<file path="src/logic/rail_timing_map.svh">
/*
 * Register offsets, field positions, reset values and timing counts
 * for the rail ramp and shutdown timing block.
 * Assumes a 20 MHz core clock and a 32-bit classic Wishbone bus.
 */
`ifndef RAIL_TIMING_MAP_SVH
`define RAIL_TIMING_MAP_SVH

// ==========================================================
// Register map (byte addresses, word aligned)
`define RAMP_TIMING_IDX 8'h5a
`define RAMP_TIMING_ADDR 10'h168
`define OFF_DELAY_ADDR 10'h16c
`define SEQ_CTRL_ADDR 10'h170
`define SEQ_STATUS_ADDR 10'h174

// ==========================================================
// Field positions and reset values
`define SOFT_LSB 6
`define SHUT_LSB 4
`define SLEW_LSB 2
`define SOFT_RST 2'h1
`define SHUT_RST 2'h1
`define SLEW_RST 2'h2
`define OFF_DELAY_RST 7'h00
`define OPT_RST 2'h0

// ==========================================================
// Timing: clock rate and unit times
`define CLK_HZ 20000000
`define HALF_MS_US 500
`define HALF_MS_CYC (`CLK_HZ / 1000000 * `HALF_MS_US)
`define STEP_US 1
`define STEP_CYC (`CLK_HZ / 1000000 * `STEP_US)
`define SLEW_BASE_MV_PER_US 2
`define MS_CYC (`STEP_CYC * 1000)
`define FOUR_MS_TICKS 9'h008
`define OPT_NO_SLEW 2'h3
`define SLEW_OUT_RST 5'h02

`endif

</file>
<file path="src/logic/rail_timing_pkg.sv">
/*
 * Types shared by the rail timing block.
 * Assumes the map header supplies all numeric values.
 */
package rail_timing_pkg;

    // ==========================================================
    // Sequencer states
    typedef enum logic [2:0] {
        SEQ_ACTIVE,
        SEQ_OFF_DELAY,
        SEQ_WAIT_LAST,
        SEQ_SHUTDOWN,
        SEQ_STANDBY,
        SEQ_RESET
    } seq_state_t;

    // ==========================================================
    // Classic Wishbone request
    typedef struct packed {
        logic cyc;
        logic stb;
        logic we;
        logic [3:0] sel;
        logic [9:0] adr;
        logic [31:0] dat;
    } wb_req_t;

    // Timing settings handed to the ramp logic
    typedef struct packed {
        logic [1:0] soft_start;
        logic [1:0] shutdown;
        logic [1:0] slew;
        logic [6:0] off_delay;
    } rail_cfg_t;

endpackage

</file>
<file path="src/logic/half_ms_timer.sv">
/*
 * Countdown in half-millisecond ticks.
 * Assumes a 20 MHz clock; load restarts it, done pulses once at expiry.
 */
`timescale 1ns/100ps
`include "rail_timing_map.svh"

module half_ms_timer (
    input wire logic core_clk_i,
    input wire logic nrst_i,
    input wire logic load_i,
    input wire logic [8:0] ticks_i,
    output logic done_o
);
    logic [13:0] pre_r;
    logic [8:0] ticks_r;
    logic run_r;

    // ==========================================================
    // Prescaler plus tick counter; a reload always wins
    always_ff @(posedge core_clk_i or negedge nrst_i) begin
        if (!nrst_i) begin
            pre_r <= 14'h0000;
            ticks_r <= 9'h000;
            run_r <= 1'b0;
            done_o <= 1'b0;
        end else if (load_i) begin
            pre_r <= 14'h0000;
            ticks_r <= ticks_i;
            run_r <= (ticks_i != 9'h000);
            done_o <= (ticks_i == 9'h000);
        end else if (run_r) begin
            done_o <= 1'b0;
            if (pre_r == 14'(`HALF_MS_CYC - 1)) begin
                pre_r <= 14'h0000;
                ticks_r <= ticks_r - 9'h001;
                if (ticks_r == 9'h001) begin
                    run_r <= 1'b0;
                    done_o <= 1'b1;
                end
            end else begin
                pre_r <= pre_r + 14'h0001;
            end
        end else begin
            done_o <= 1'b0;
        end
    end
endmodule

</file>
<file path="src/logic/rail_timing.sv">
/*
 * Rail soft-start, ramp slew and shutdown timing with power-off sequencing.
 * Assumes a classic Wishbone master on the same 20 MHz clock; chip enable
 * and the last-rail-off indication arrive asynchronously from pins.
 */
// Register access over Wishbone was decided locally.
// What this block does
// - Two-bit soft-start field picks 4, 2, 1 or 0.5 ms; resets to 01.
// - Two-bit shutdown field picks 4, 2, 1 or 0.5 ms; resets to 01.
// - Shutdown field sets shutdown slew only for buck option 00, 01, 10.
// - After chip enable falls and the off delay ends, shutdown count starts once last rail is off.
// - Shutdown expiry moves sequencer to standby, then onward to reset.
// - Two-bit ramp code picks 2, 4, 8 or 16 mV/us; resets to 10.
`timescale 1ns/100ps
`include "rail_timing_map.svh"

module rail_timing
    import rail_timing_pkg::*;
(
    input wire logic core_clk_i,
    input wire logic nrst_i,
    input wire logic wb_cyc_i,
    input wire logic wb_stb_i,
    input wire logic wb_we_i,
    input wire logic [3:0] wb_sel_i,
    input wire logic [9:0] wb_adr_i,
    input wire logic [31:0] wb_dat_i,
    output logic [31:0] wb_dat_o,
    output logic wb_ack_o,
    input wire logic chip_enable_input_i,
    input wire logic last_rail_off_i,
    output logic rail_en_o,
    output logic ramping_o,
    output logic [4:0] slew_mv_per_us_o,
    output logic shutdown_slew_valid_o,
    output logic [1:0] shutdown_slew_o,
    output logic standby_o,
    output logic seq_reset_o
);
    wb_req_t req;
    rail_cfg_t cfg_r;
    logic [1:0] buck_opt_r;
    seq_state_t state_r;
    seq_state_t state_nxt;
    logic [1:0] cen_sync_r;
    logic [1:0] last_sync_r;
    logic cen_d_r;
    logic [7:0] ms_cnt_r;
    logic [14:0] step_r;
    logic tmr_load;
    logic [8:0] tmr_ticks;
    logic tmr_done;
    logic ramp_busy_r;
    logic ramp_start;
    logic hit;

    assign req = '{wb_cyc_i, wb_stb_i, wb_we_i, wb_sel_i, wb_adr_i, wb_dat_i};
    assign hit = req.cyc && req.stb && !wb_ack_o;

    // ==========================================================
    // Pin synchronisers: first stage feeds only the second
    always_ff @(posedge core_clk_i or negedge nrst_i) begin
        if (!nrst_i) begin
            cen_sync_r <= 2'h0;
            last_sync_r <= 2'h0;
            cen_d_r <= 1'b0;
        end else begin
            cen_sync_r <= {cen_sync_r[0], chip_enable_input_i};
            last_sync_r <= {last_sync_r[0], last_rail_off_i};
            cen_d_r <= cen_sync_r[1];
        end
    end

    // ==========================================================
    // Register writes; settings are volatile copies of stored values
    always_ff @(posedge core_clk_i or negedge nrst_i) begin
        if (!nrst_i) begin
            cfg_r.soft_start <= `SOFT_RST;
            cfg_r.shutdown <= `SHUT_RST;
            cfg_r.slew <= `SLEW_RST;
            cfg_r.off_delay <= `OFF_DELAY_RST;
            buck_opt_r <= `OPT_RST;
        end else if (hit && req.we && req.sel[0]) begin
            if (req.adr == `RAMP_TIMING_ADDR) begin
                cfg_r.soft_start <= req.dat[`SOFT_LSB +: 2];
                cfg_r.shutdown <= req.dat[`SHUT_LSB +: 2];
                cfg_r.slew <= req.dat[`SLEW_LSB +: 2];
            end else if (req.adr == `OFF_DELAY_ADDR) begin
                cfg_r.off_delay <= req.dat[6:0];
            end else if (req.adr == `SEQ_CTRL_ADDR) begin
                buck_opt_r <= req.dat[1:0];
            end
        end
    end

    // ==========================================================
    // Bus answer: ack one cycle after request, unmapped reads zero
    always_ff @(posedge core_clk_i or negedge nrst_i) begin
        if (!nrst_i) begin
            wb_ack_o <= 1'b0;
            wb_dat_o <= 32'h0000_0000;
        end else begin
            wb_ack_o <= hit;
            wb_dat_o <= 32'h0000_0000;
            if (hit && !req.we) begin
                if (req.adr == `RAMP_TIMING_ADDR) begin
                    wb_dat_o[7:0] <= {cfg_r.soft_start, cfg_r.shutdown, cfg_r.slew, 2'h0};
                end else if (req.adr == `OFF_DELAY_ADDR) begin
                    wb_dat_o[6:0] <= cfg_r.off_delay;
                end else if (req.adr == `SEQ_CTRL_ADDR) begin
                    wb_dat_o[1:0] <= buck_opt_r;
                end else if (req.adr == `SEQ_STATUS_ADDR) begin
                    wb_dat_o[5:0] <= {ramp_busy_r, rail_en_o, 1'b0, 3'(state_r)};
                end
            end
        end
    end

    // ==========================================================
    // Sequencer next state
    always_comb begin
        state_nxt = state_r;
        case (state_r)
            SEQ_ACTIVE: begin
                if (cen_d_r && !cen_sync_r[1]) begin
                    state_nxt = SEQ_OFF_DELAY;
                end
            end
            SEQ_OFF_DELAY: begin
                if (ms_cnt_r == {1'b0, cfg_r.off_delay}) begin
                    state_nxt = SEQ_WAIT_LAST;
                end
            end
            SEQ_WAIT_LAST: begin
                if (last_sync_r[1]) begin
                    state_nxt = SEQ_SHUTDOWN;
                end
            end
            SEQ_SHUTDOWN: begin
                if (tmr_done) begin
                    state_nxt = SEQ_STANDBY;
                end
            end
            SEQ_STANDBY: begin
                state_nxt = SEQ_RESET;
            end
            SEQ_RESET: begin
                if (cen_sync_r[1]) begin
                    state_nxt = SEQ_ACTIVE;
                end
            end
            default: begin
                state_nxt = SEQ_RESET;
            end
        endcase
    end

    // ==========================================================
    // Sequencer state and millisecond count of the power-off delay
    always_ff @(posedge core_clk_i or negedge nrst_i) begin
        if (!nrst_i) begin
            state_r <= SEQ_RESET;
            ms_cnt_r <= 8'h00;
            step_r <= 15'h0000;
        end else begin
            state_r <= state_nxt;
            if (state_r != SEQ_OFF_DELAY) begin
                ms_cnt_r <= 8'h00;
                step_r <= 15'h0000;
            end else if (step_r == 15'(`MS_CYC - 1)) begin
                step_r <= 15'h0000;
                ms_cnt_r <= ms_cnt_r + 8'h01;
            end else begin
                step_r <= step_r + 15'h0001;
            end
        end
    end

    // ==========================================================
    // One timer serves soft-start and shutdown; they never overlap
    assign ramp_start = (state_r == SEQ_RESET) && (state_nxt == SEQ_ACTIVE);
    assign tmr_load = ramp_start || (state_nxt == SEQ_SHUTDOWN && state_r != SEQ_SHUTDOWN);
    always_comb begin
        // Code 00 is 4 ms = 8 half-ms ticks, each step halves it
        tmr_ticks = `FOUR_MS_TICKS >> (ramp_start ? cfg_r.soft_start : cfg_r.shutdown);
    end

    half_ms_timer i_half_ms_timer (
        .core_clk_i(core_clk_i),
        .nrst_i(nrst_i),
        .load_i(tmr_load),
        .ticks_i(tmr_ticks),
        .done_o(tmr_done)
    );

    // ==========================================================
    // Rail outputs, all registered
    always_ff @(posedge core_clk_i or negedge nrst_i) begin
        if (!nrst_i) begin
            ramp_busy_r <= 1'b0;
            rail_en_o <= 1'b0;
            ramping_o <= 1'b0;
            slew_mv_per_us_o <= `SLEW_OUT_RST;
            shutdown_slew_valid_o <= 1'b0;
            shutdown_slew_o <= 2'h0;
            standby_o <= 1'b0;
            seq_reset_o <= 1'b1;
        end else begin
            if (ramp_start) begin
                ramp_busy_r <= 1'b1;
            end else if (tmr_done || state_r != SEQ_ACTIVE) begin
                ramp_busy_r <= 1'b0;
            end
            // Gated by the next state so the flag never outlives the rail enable
            ramping_o <= ramp_busy_r && (state_nxt == SEQ_ACTIVE);
            rail_en_o <= (state_nxt == SEQ_ACTIVE) || (state_nxt == SEQ_OFF_DELAY);
            slew_mv_per_us_o <= 5'(`SLEW_BASE_MV_PER_US) << cfg_r.slew;
            // Option 11 leaves shutdown slew to other logic
            shutdown_slew_valid_o <= (buck_opt_r != `OPT_NO_SLEW);
            shutdown_slew_o <= cfg_r.shutdown;
            standby_o <= (state_nxt == SEQ_STANDBY);
            seq_reset_o <= (state_nxt == SEQ_RESET);
        end
    end
endmodule

</file>
<file path="config.mk">
export PLATFORM = sky130hd
export DESIGN_NAME = rail_timing
export DESIGN_NICKNAME = d
export VERILOG_FILES = /design/src/logic/rail_timing_pkg.sv /design/src/logic/half_ms_timer.sv /design/src/logic/rail_timing.sv
export VERILOG_INCLUDE_DIRS = /design/src /design/src/logic
export SDC_FILE = /design/constraint.sdc
export NUM_CORES = 1
export LEC_CHECK = 0
export ABC_AREA = 0
export BUFFER_PORTS_ARGS = -buffer_cell sky130_fd_sc_hd__buf_2
export CAP_MARGIN = 10
export CORE_UTILIZATION = 35
export CTS_CLUSTER_DIAMETER = 120
export DETAILED_ROUTE_END_ITERATION = 10
export GPL_ROUTABILITY_DRIVEN = 1
export PLACE_DENSITY_LB_ADDON = 0.3
export SYNTH_ARGS = -nofsm -noshare
export SYNTH_HDL_FRONTEND = slang
export SYNTH_SLANG_ARGS = --single-unit
export TNS_END_PERCENT = 100
</file>
<file path="constraint.sdc">
create_clock -name core_clk_i -period 2.9 [get_ports core_clk_i]
set_clock_uncertainty 0.2 [all_clocks]
set_input_delay 0.58 -clock core_clk_i [delete_from_list [all_inputs] [get_ports core_clk_i]]
set_output_delay 0.58 -clock core_clk_i [all_outputs]
set_load 0.05 [all_outputs]
</file>
* After elaboration in Yosys (flattened, before gate mapping) *
Index checks and enable logic that the tools add are counted.

cells by class
  shift operators = 2
  divide/modulo/power cells = 0
  $add $sub $neg = 4
  magnitude comparators = 0
  multipliers = 0
  equal/unequal tests = 19
  reduce and logical (&&, ||, !) cells = 28
  bitwise operators = 2
  mux-type cells = 35

operator list
  cell                                                                     count
  14-bit two-way mux                                                       3
  10-bit by 9-bit equality test with 1-bit output (second input constant)  4
  15-bit two-way mux                                                       2
  9-bit two-way mux                                                        3
  8-bit two-way mux                                                        3
  15-bit by 1-bit adder with 15-bit output (second input constant)         1
  15-bit equality test (second input constant)                             1
  3-bit two-way mux                                                        5
  3-bit case mux with 5 select lines                                       1
  14-bit by 1-bit adder with 14-bit output (second input constant)         1
  14-bit equality test (second input constant)                             1
  1-bit two-way mux                                                        12
  6-bit two-way mux                                                        2
  3-bit by 2-bit equality test with 1-bit output (second input constant)   3
  3-bit equality test (second input constant)                              3
  9-bit by 1-bit equality test with 1-bit output (second input constant)   1
  1-bit logical AND                                                        9
  9-bit logical NOT                                                        1
  9-bit nonzero test                                                       1
  4-bit by 2-bit >> shifter with 9-bit output (first input constant)       1
  9-bit by 1-bit subtractor with 9-bit output (second input constant)      1
  8-bit by 1-bit adder with 8-bit output (second input constant)           1
  8-bit by 7-bit equality test with 1-bit output                           1
  2-bit nonzero test                                                       4
  other kinds (16)                                                         25

storage, ports and cells
  ROM bits = 0
  memories = 0
  bits in writable memories = 0
  latch bits = 0
  output and inout port bits = 45
  input bits = 53
  register bits = 93
  logic and storage cells = 115

* Longest topological paths before layout *
Gate-level depths: netlist of the first run.

  depth after elaboration = 10
  depth in mapped cells = 7
  depth with buffers taken out = 6

* Modules after synthesis *
Synthesis of the first run repeated with hierarchy kept, for this count alone.

second synthesis, totals
  cells, all modules = 464
  area total of the unflattened synthesis = 4744.6 µm²

by module, submodules not included
  module         cells each  sequential area each (µm²)  area each (µm²)  instances
  rail_timing    306         1685.4                      3224.3           1
  half_ms_timer  158         625.6                       1520.2           1

* Worst setup path after synthesis of the first run *
OpenSTA, ideal clock, no wires.

  path kind = input -> register
  start = in wb_adr_i[7]
  end = reg cfg_r[10] (netlist bit)
  stages = 4
  library setup time = 0.125 ns
  required time = 2.575 ns
  path buffers = 0
  setup slack = 0.233 ns
  data arrival time = 2.342 ns
  cells stage by stage = or4b_1 or4_4 nor3b_2 mux2_2

between the ends
  word-level cells in the longest chain between the ends = 2

ends and longest elaborated chain
  element                                                           RTL line           RTL
  from (decl)                                                       rail_timing.sv:26  input wire logic [9:0] wb_adr_i,
  10-bit by 9-bit equality test with 1-bit output (no source line)  n/a
  2-bit AND reduction (no source line)                              n/a
  to (decl)                                                         rail_timing.sv:41  rail_cfg_t cfg_r;

Every way passes these cells.
A chain may end at the register's enable or synchronous reset.

* Final worst setup path of the first run *
  start = reg step_r[7]
  end = reg ms_cnt_r[5]

between the ends
  word-level cells in the longest chain between the ends = 2

ends and longest elaborated chain
  element                              RTL line            RTL
  from (decl)                          rail_timing.sv:49   logic [14:0] step_r;
  from (signal assigned)               rail_timing.sv:174  step_r <= step_r + 15'h0001;
  15-bit equality test                 rail_timing.sv:170  end else if (step_r == 15'(`MS_CYC - 1)) begin
  2-bit nonzero test (no source line)  n/a
  to (signal assigned)                 rail_timing.sv:172  ms_cnt_r <= ms_cnt_r + 8'h01;
  to (decl)                            rail_timing.sv:48   logic [7:0] ms_cnt_r;

Every way passes these cells.

==> reports/results.tsv, run 1 <==
stage	metric	value	unit
run_status	status	finished clean	
critical_path	critical path's slowest cell	or4b_1	
sta	fmax	412	MHz
power	Pwr Total	3.47	mW
die	core area	12700	um2
cells_and_area	share of layout cells above drive strength 1	22.5	%
power	Psw	0.944	mW
sta	setup tns final	0	ps
sta	Max-slew headroom	65.2	%
detailed_routing	WL per Instance	13.7	um
detailed_routing	Initial DRT Pass Iterations	4	
critical_path	crit end category	flop	
detailed_routing	ANT nets after route	0	
clock_tree	CTS max path bufs	2	
sta	worst slew pin tran	520	ps
logic_synthesis	FFs w/ async S/R, synth	100	%
critical_path	Max FO, Critical Path	11	
global_route	vias in the first global route	3025	
die	row count	41	
power	switching share of power	27.2	%
clock_tree	H-tree depth	3	
sta	Period Utilization, post-route	83.8	%
sta	# setup viols final	0	
global_route	initial antenna violation count	0	
run	Max Cap Viol	0	
logic_synthesis	Unique masters post-synth	55	
global_route	first-pass GRT wire length	14.9	mm
clock_tree	Root Buffer	clkbuf_16	
sta	min Tclk post-route	2430	ps
power	Clock power frac	41.5	%
die	Die ar.	13600	um2
clock_tree	clk sink count	92	
die	Die Width	117	um
detailed_routing	final wirelength	9.15	mm
power	power per cell area	649	nW/um2
worst_hold_path	Hold WC Path Type	in2reg	
clock_tree	Post-CTS Setup Repair Bufs	0	
place	post-DP HPWL	6.58	mm
clock_tree	# resized after CTS	0	
logic_synthesis	EDFF count, synth	0	
cells_and_area	Inserted Diodes	0	
global_route	total grt overflow	0	
power	Max IR drop VDD	368	uV
detailed_routing	number of DRC markers in iteration 0	134	
critical_path	Worst Path Buf+Inv	0	
power	cell leakage power	2.35	nW
detailed_routing	# DRC	0	
detailed_routing	DR vias/cell	5.03	
sta	RSZ-0062 raised after global routing	false	
critical_path	Largest stage delay, worst path	540	ps
logic_synthesis	Synth Cell Area	4590	um2
critical_path	CP Launch Type	flop	
critical_path	Arrival @ worst endpoint	2490	ps
clock_tree	Clock transition at path regs	60	ps
global_route	gr usage total	14.2	%
logic_synthesis	Post-synth top flop	dfrtp_1	
cells_and_area	post-layout util	42.0	%
logic_synthesis	synthesized area per cell	10.4	um2
sta	Final Hold Fails	0	
sta	final slew viol count	0	
clock_tree	clk_lat worst skew	340	ps
power	Comb power frac	15.6	%
cells_and_area	nets	551	
place	Port Buffers	45	
logic_synthesis	sequential fraction of the synthesis area	50.3	%
power	Int Pwr	2.52	mW
sta	worst hold slack	143	ps
critical_path	critical path, cell by cell	or4b_1 -> or4_4 -> or4_1 -> a21oi_1	
clock_tree	TritonCTS clock tree	yes	
place	placer congestion estimate	0.750	
logic_synthesis	Synth Register Bits	92	
critical_path	Req. time, crit path	2960	ps
power	Flop pwr share	42.9	%
critical_path	critical path type	reg2reg	
die	Initial Utilization	36.1	%
clock_tree	total CTS buffers	9	
cells_and_area	area grow syn2layout	16.4	%
global_route	pin count of the biggest net entering global routing	42	
critical_path	cell family with most CP delay	simple AND/OR/NAND/NOR gates	
die	IO Count	98	
clock_tree	CTS Hold Bufs	1	
logic_synthesis	YS warnings	0	
die	Die Y-Extent	117	um
detailed_routing	total number of vias	3371	
logic_synthesis	Synth Instances	443	
sequential cells by signal, indices dropped and copies added (netlist names):
register and count:
ms_cnt_r 8, ramp_busy_r 1, rail_en_o 1, cen_d_r 1
slew_mv_per_us_o 4, i_half_ms_timer.pre_r 14, cen_sync_r 2, standby_o 1
i_half_ms_timer.run_r 1, step_r 15, shutdown_slew_valid_o 1, seq_reset_o 1
buck_opt_r 2, ramping_o 1, i_half_ms_timer.done_o 1, shutdown_slew_o 2
wb_ack_o 1, state_r 3, i_half_ms_timer.ticks_r 9, wb_dat_o 8
cfg_r 13, last_sync_r 2
layout by cell type (no fill, tap or decap), drive strengths merged, types with 14 or more instances in the layout:
cell type,Yosys,layout
dfrtp,85,85
buf,29,58
nor2,43,43
nand2,25,25
conb,1,25
a21oi,20,20
mux2,20,20
xnor2,17,17
inv,15,17
or4,15,15
o31ai,14,14
layer usage:
| layer | GRT usage [%] | wire, um | share of wire, % | vias up |
|---|---|---|---|---|
| met5 | 0 | 0 | 0 | - |
| met4 | 4.70 | 89 | 0.97 | 0 |
| met3 | 3.43 | 217 | 2.4 | 9 |
| met2 | 23.8 | 4740 | 52 | 36 |
| met1 | 18.1 | 4110 | 45 | 1694 |
| li1 | - | - | - | 1632 |
worst paths after layout:
path / from / end / slack [ps] / cells past startpoint
min: last_rail_off_i / last_sync_r[0]$_DFF_PN0_ / 140 / 1
max: step_r[7]$_DFF_PN0_ / ms_cnt_r[5]$_DFFE_PN0P_ / 470 / 4
min in group asynchronous: nrst_i / i_half_ms_timer.pre_r[12]$_DFFE_PN0P_ / 480 / 2
max reg2reg: step_r[7]$_DFF_PN0_ / ms_cnt_r[5]$_DFFE_PN0P_ / 470 / 4
max in group asynchronous: nrst_i / cfg_r[11]$_DFFE_PN1P_ / 1300 / 3
min reg2reg: last_sync_r[0]$_DFF_PN0_ / last_sync_r[1]$_DFF_PN0_ / 160 / 0
Yosys cell counts, drive strengths merged (2+ instances only):
cell	instances	area, um2
nor4b	3	26.3
nand2	25	93.8
clkbuf	15	56.3
o21a	2	15.0
a21oi	20	100
and4	3	26.3
dfstp	7	184
ha	5	62.6
nor3	10	50.1
nor4	8	50.1
xnor2	17	149
nor2b	6	37.5
buf	29	213
nor3b	2	20.0
a31oi	2	12.5
o311ai	4	35.0
nand3	12	60.1
xor2	11	96.3
o21ai	9	45.0
nand4	8	50.1
mux2	20	225
and2	5	31.3
or4b	3	30.0
nand4b	2	17.5
inv	15	56.3
o31ai	14	105
nor2	43	161
o21bai	2	15.0
mux2i	6	60.1
nand3b	3	22.5
nand2b	2	12.5
a311oi	2	17.5
a32oi	5	43.8
or2	4	25.0
and3	4	25.0
or4	15	120
or3	6	38.8
dfrtp	85	2130
o211ai	2	15.0
kinds of logic after synthesis:
kind of cell             count (synthesis)  share of synthesized area, %
AND/OR/NAND/NOR                        167                          20.3
adder cells (fa/ha/maj)                  5                          1.36
XOR/XNOR                                28                          5.34
other                                    1                        0.0817
buffers and inverters                   59                          7.09
flip-flops                              92                          50.3
AO/OA/AOI/OAI                           65                          9.32
multiplexers                            26                          6.21
through the flow:
step / setup slack (ps) / cells / cell area [um2]
2_1_floorplan: 233 / 467 / 4680
3_3_place_gp: 163 / 653 / 4960
3_5_place_dp: 148 / 653 / 4960
4_1_cts: 473 / 670 / 5350
5_1_grt: 355 / 670 / 5350
6_report: 471 / 670 / 5350
cell type report:
cell class	instances	area (um2)
multi-input combinational	316	2040
inverter	15	56.3
tap	172	215
clock buffer	9	225
clock inverter	7	145
fill	1248	7380
timing repair buffer	59	348
sequential	92	2310
power by group through the flow:
stage	sequential [mW]	clock [mW]	combinational, mW
CTS	1.49	1.47	0.548
detailed placement	1.51	0	0.544
finish	1.49	1.44	0.542
global placement	1.50	0	0.530
floorplan	1.46	0	0.461
global route	1.50	1.52	0.619
Power figures use the tool's default switching activity.
==> inputs of run 2 (changes only) <==
==> constraint.sdc (replaced) <==
create_clock -name core_clk_i -period 2.5 [get_ports core_clk_i]
set_clock_uncertainty 0.2 [all_clocks]
set_input_delay 0.5 -clock core_clk_i [delete_from_list [all_inputs] [get_ports core_clk_i]]
set_output_delay 0.5 -clock core_clk_i [all_outputs]
set_load 0.05 [all_outputs]
==> reports/results.tsv, run 2 (same netlist as run 1, synthesis figures left out) <==
stage	metric	value	unit	change
place	placer congestion estimate	0.787		was 0.750
worst_hold_path	Hold Path End	cen_sync_r[0]$_DFF_PN0_		was last_sync_r[0]$_DFF_PN0_
critical_path	critical path type	reg2reg		unchanged
die	core area	12700	um2	unchanged
worst_hold_path	Hold WC Path Type	in2reg		unchanged
cells_and_area	most frequent cells in the layout	dfrtp_1, buf_2, nor2_1		unchanged
sta	RSZ-0062 raised after global routing	false		unchanged
critical_path	crit end category	flop		unchanged
detailed_routing	WL per Instance	13.6	um	was 13.7 um
critical_path	CP Launch Type	flop		unchanged
sta	# setup viols final	0		unchanged
critical_path	r2r startpoint	step_r[12]$_DFF_PN0_		was step_r[7]$_DFF_PN0_
clock_tree	clk sink count	92		unchanged
detailed_routing	ANT nets after route	0		unchanged
clock_tree	CTS max path bufs	2		unchanged
global_route	initial antenna violation count	0		unchanged
place	Place WS	-231	ps	was 148 ps
cells_and_area	flip-flop count of the largest register after layout	15		unchanged
die	Die Y-Extent	117	um	unchanged
cells_and_area	share of layout cells above drive strength 1	23.8	%	was 22.5%
global_route	gr usage total	15.0	%	was 14.2%
worst_hold_path	hold_sp	chip_enable_input_i		was last_rail_off_i
clock_tree	Root Buffer	clkbuf_16		unchanged
clock_tree	total CTS buffers	9		unchanged
critical_path	R2R setup slack	100	ps	was 470 ps
critical_path	r2r endpoint	ms_cnt_r[5]$_DFFE_PN0P_		unchanged
detailed_routing	DR vias/cell	4.95		was 5.03
detailed_routing	# DRC	0		unchanged
sta	Final Hold Fails	0		unchanged
power	power per cell area	695	nW/um2	was 649 nW/um2
sta	final slew viol count	0		unchanged
clock_tree	TritonCTS clock tree	yes		unchanged
sta	min Tclk post-route	2400	ps	was 2430 ps
cells_and_area	Regs by FF count	step_r (15), i_half_ms_timer.pre_r (14), cfg_r (13)		unchanged
critical_path	Reg2Reg Depth	4		unchanged
die	Die Width	117	um	unchanged
place	Cell Area, Placed	5040	um2	was 4960 um2
global_route	vias in the first global route	3297		was 3,025
detailed_routing	Initial DRT Pass Iterations	4		unchanged
place	dpl cells	660		was 653
run_status	status	finished clean		unchanged
die	row count	41		unchanged
global_route	pin count of the biggest net entering global routing	52		was 42
power	Max IR drop VDD	380	uV	was 368 uV
critical_path	Max FO, Critical Path	7		was 11
critical_path	Req. time, crit path	2560	ps	was 2960 ps
power	cell leakage power	2.36	nW	was 2.35 nW
cells_and_area	non-filler instance count after layout	677		was 670
cells_and_area	post-layout util	42.0	%	about the same
run	Max Cap Viol	0		unchanged
power	Pwr Total	3.71	mW	was 3.47 mW
clock_tree	H-tree depth	3		unchanged
die	IO Count	98		unchanged
cells_and_area	Inserted Diodes	0		unchanged
global_route	total grt overflow	0		unchanged
place	post-DP HPWL	6.77	mm	was 6.58 mm
cells_and_area	nets	558		was 551
die	Initial Utilization	36.1	%	unchanged
global_route	first-pass GRT wire length	15.7	mm	was 14.9 mm
clock_tree	clk_lat worst skew	340	ps	about the same
sta	Period Utilization, post-route	95.8	%	was 83.8%
sta	worst hold slack	65.2	ps	was 143 ps
sta	fmax	417	MHz	was 412 MHz
worst_hold_path	worst hold path depth	1		unchanged
detailed_routing	final wirelength	9.18	mm	was 9.15 mm
cells_and_area	commonest non-fill, non-tap cell in the layout	dfrtp_1		unchanged
place	Port Buffers	45		unchanged
cells_and_area	design area	5350	um2	about the same
cells_and_area	area grow syn2layout	16.5	%	was 16.4%
critical_path	Arrival @ worst endpoint	2450	ps	was 2490 ps
clock_tree	Clock transition at path regs	60	ps	about the same
sta	setup tns final	0	ps	unchanged
cells_and_area	FILL cells	1269		was 1,248
sta	fin worst setup slack	104	ps	was 471 ps
cells_and_area	Top reg by flops	step_r		unchanged
die	Die ar.	13600	um2	unchanged
detailed_routing	number of DRC markers in iteration 0	236		was 134
detailed_routing	total number of vias	3351		was 3,371
==> run 2: cell count changes in the layout (fill, tap and decap cells not counted), sizes merged <==
| cell | before | now |
|---|---|---|
| buf | 58 | 65 |
| bufinv | 4 | 1 |
| clkinv | 0 | 2 |
| clkinvlp | 1 | 3 |
| inv | 17 | 16 |
==> run 2: worst max-delay path by stage <==
stage | start | endpoint | cells past startpoint
after CTS | step_r[12]$_DFF_PN0_ | ms_cnt_r[5]$_DFFE_PN0P_ | 4
after detailed placement | wb_adr_i[7] | buck_opt_r[0]$_DFFE_PN0P_ | 5
final | step_r[12]$_DFF_PN0_ | ms_cnt_r[5]$_DFFE_PN0P_ | 4
after global placement | wb_adr_i[7] | buck_opt_r[0]$_DFFE_PN0P_ | 5
after global routing | step_r[6]$_DFF_PN0_ | ms_cnt_r[5]$_DFFE_PN0P_ | 4
after floorplan | wb_adr_i[7] | cfg_r[10]$_DFFE_PN0P_ | 4
==> run 2: where the power goes <==
part / internal, mW / total, mW / switching (mW)
sequential: 1.59 / 1.71 / 0.120
clock: 0.777 / 1.35 / 0.575
combinational: 0.259 / 0.652 / 0.394
==> run 2: cell type report <==
cell class	count	area, um2	area share (%)
clock buffers	9	225	4.21
flip-flops and latches	92	2310	43.2
inverters	15	56.3	1.05
well taps	172	215	4.02
repair buffers	66	413	7.72
clock inverters	7	75.1	1.40
multi-input cells	316	2050	38.3
==> run 2: repair_timing <==
item | in CTS | in global routing
resized for setup | 0 | 1
hold endpoints to repair | 8 | 0
hold buffers | 1 | 0
buffers inserted | 0 | 0
endpoints found under the setup margin | 0 | 1
==> run 2: critical path, stage by stage, from the launching register on <==
cell and delay, ps:
dfrtp_1 410, or4b_1 550, or4_4 480, or4_1 510, a21oi_1 160
==> run 2: per-layer routing <==
layer,vias up,GRT usage [%],wire (um)
met4,0,3.08,53
met3,7,5.03,371
met2,55,24.4,4430
li1,1641,-,-
met1,1648,19.3,4330
met5,-,0,0
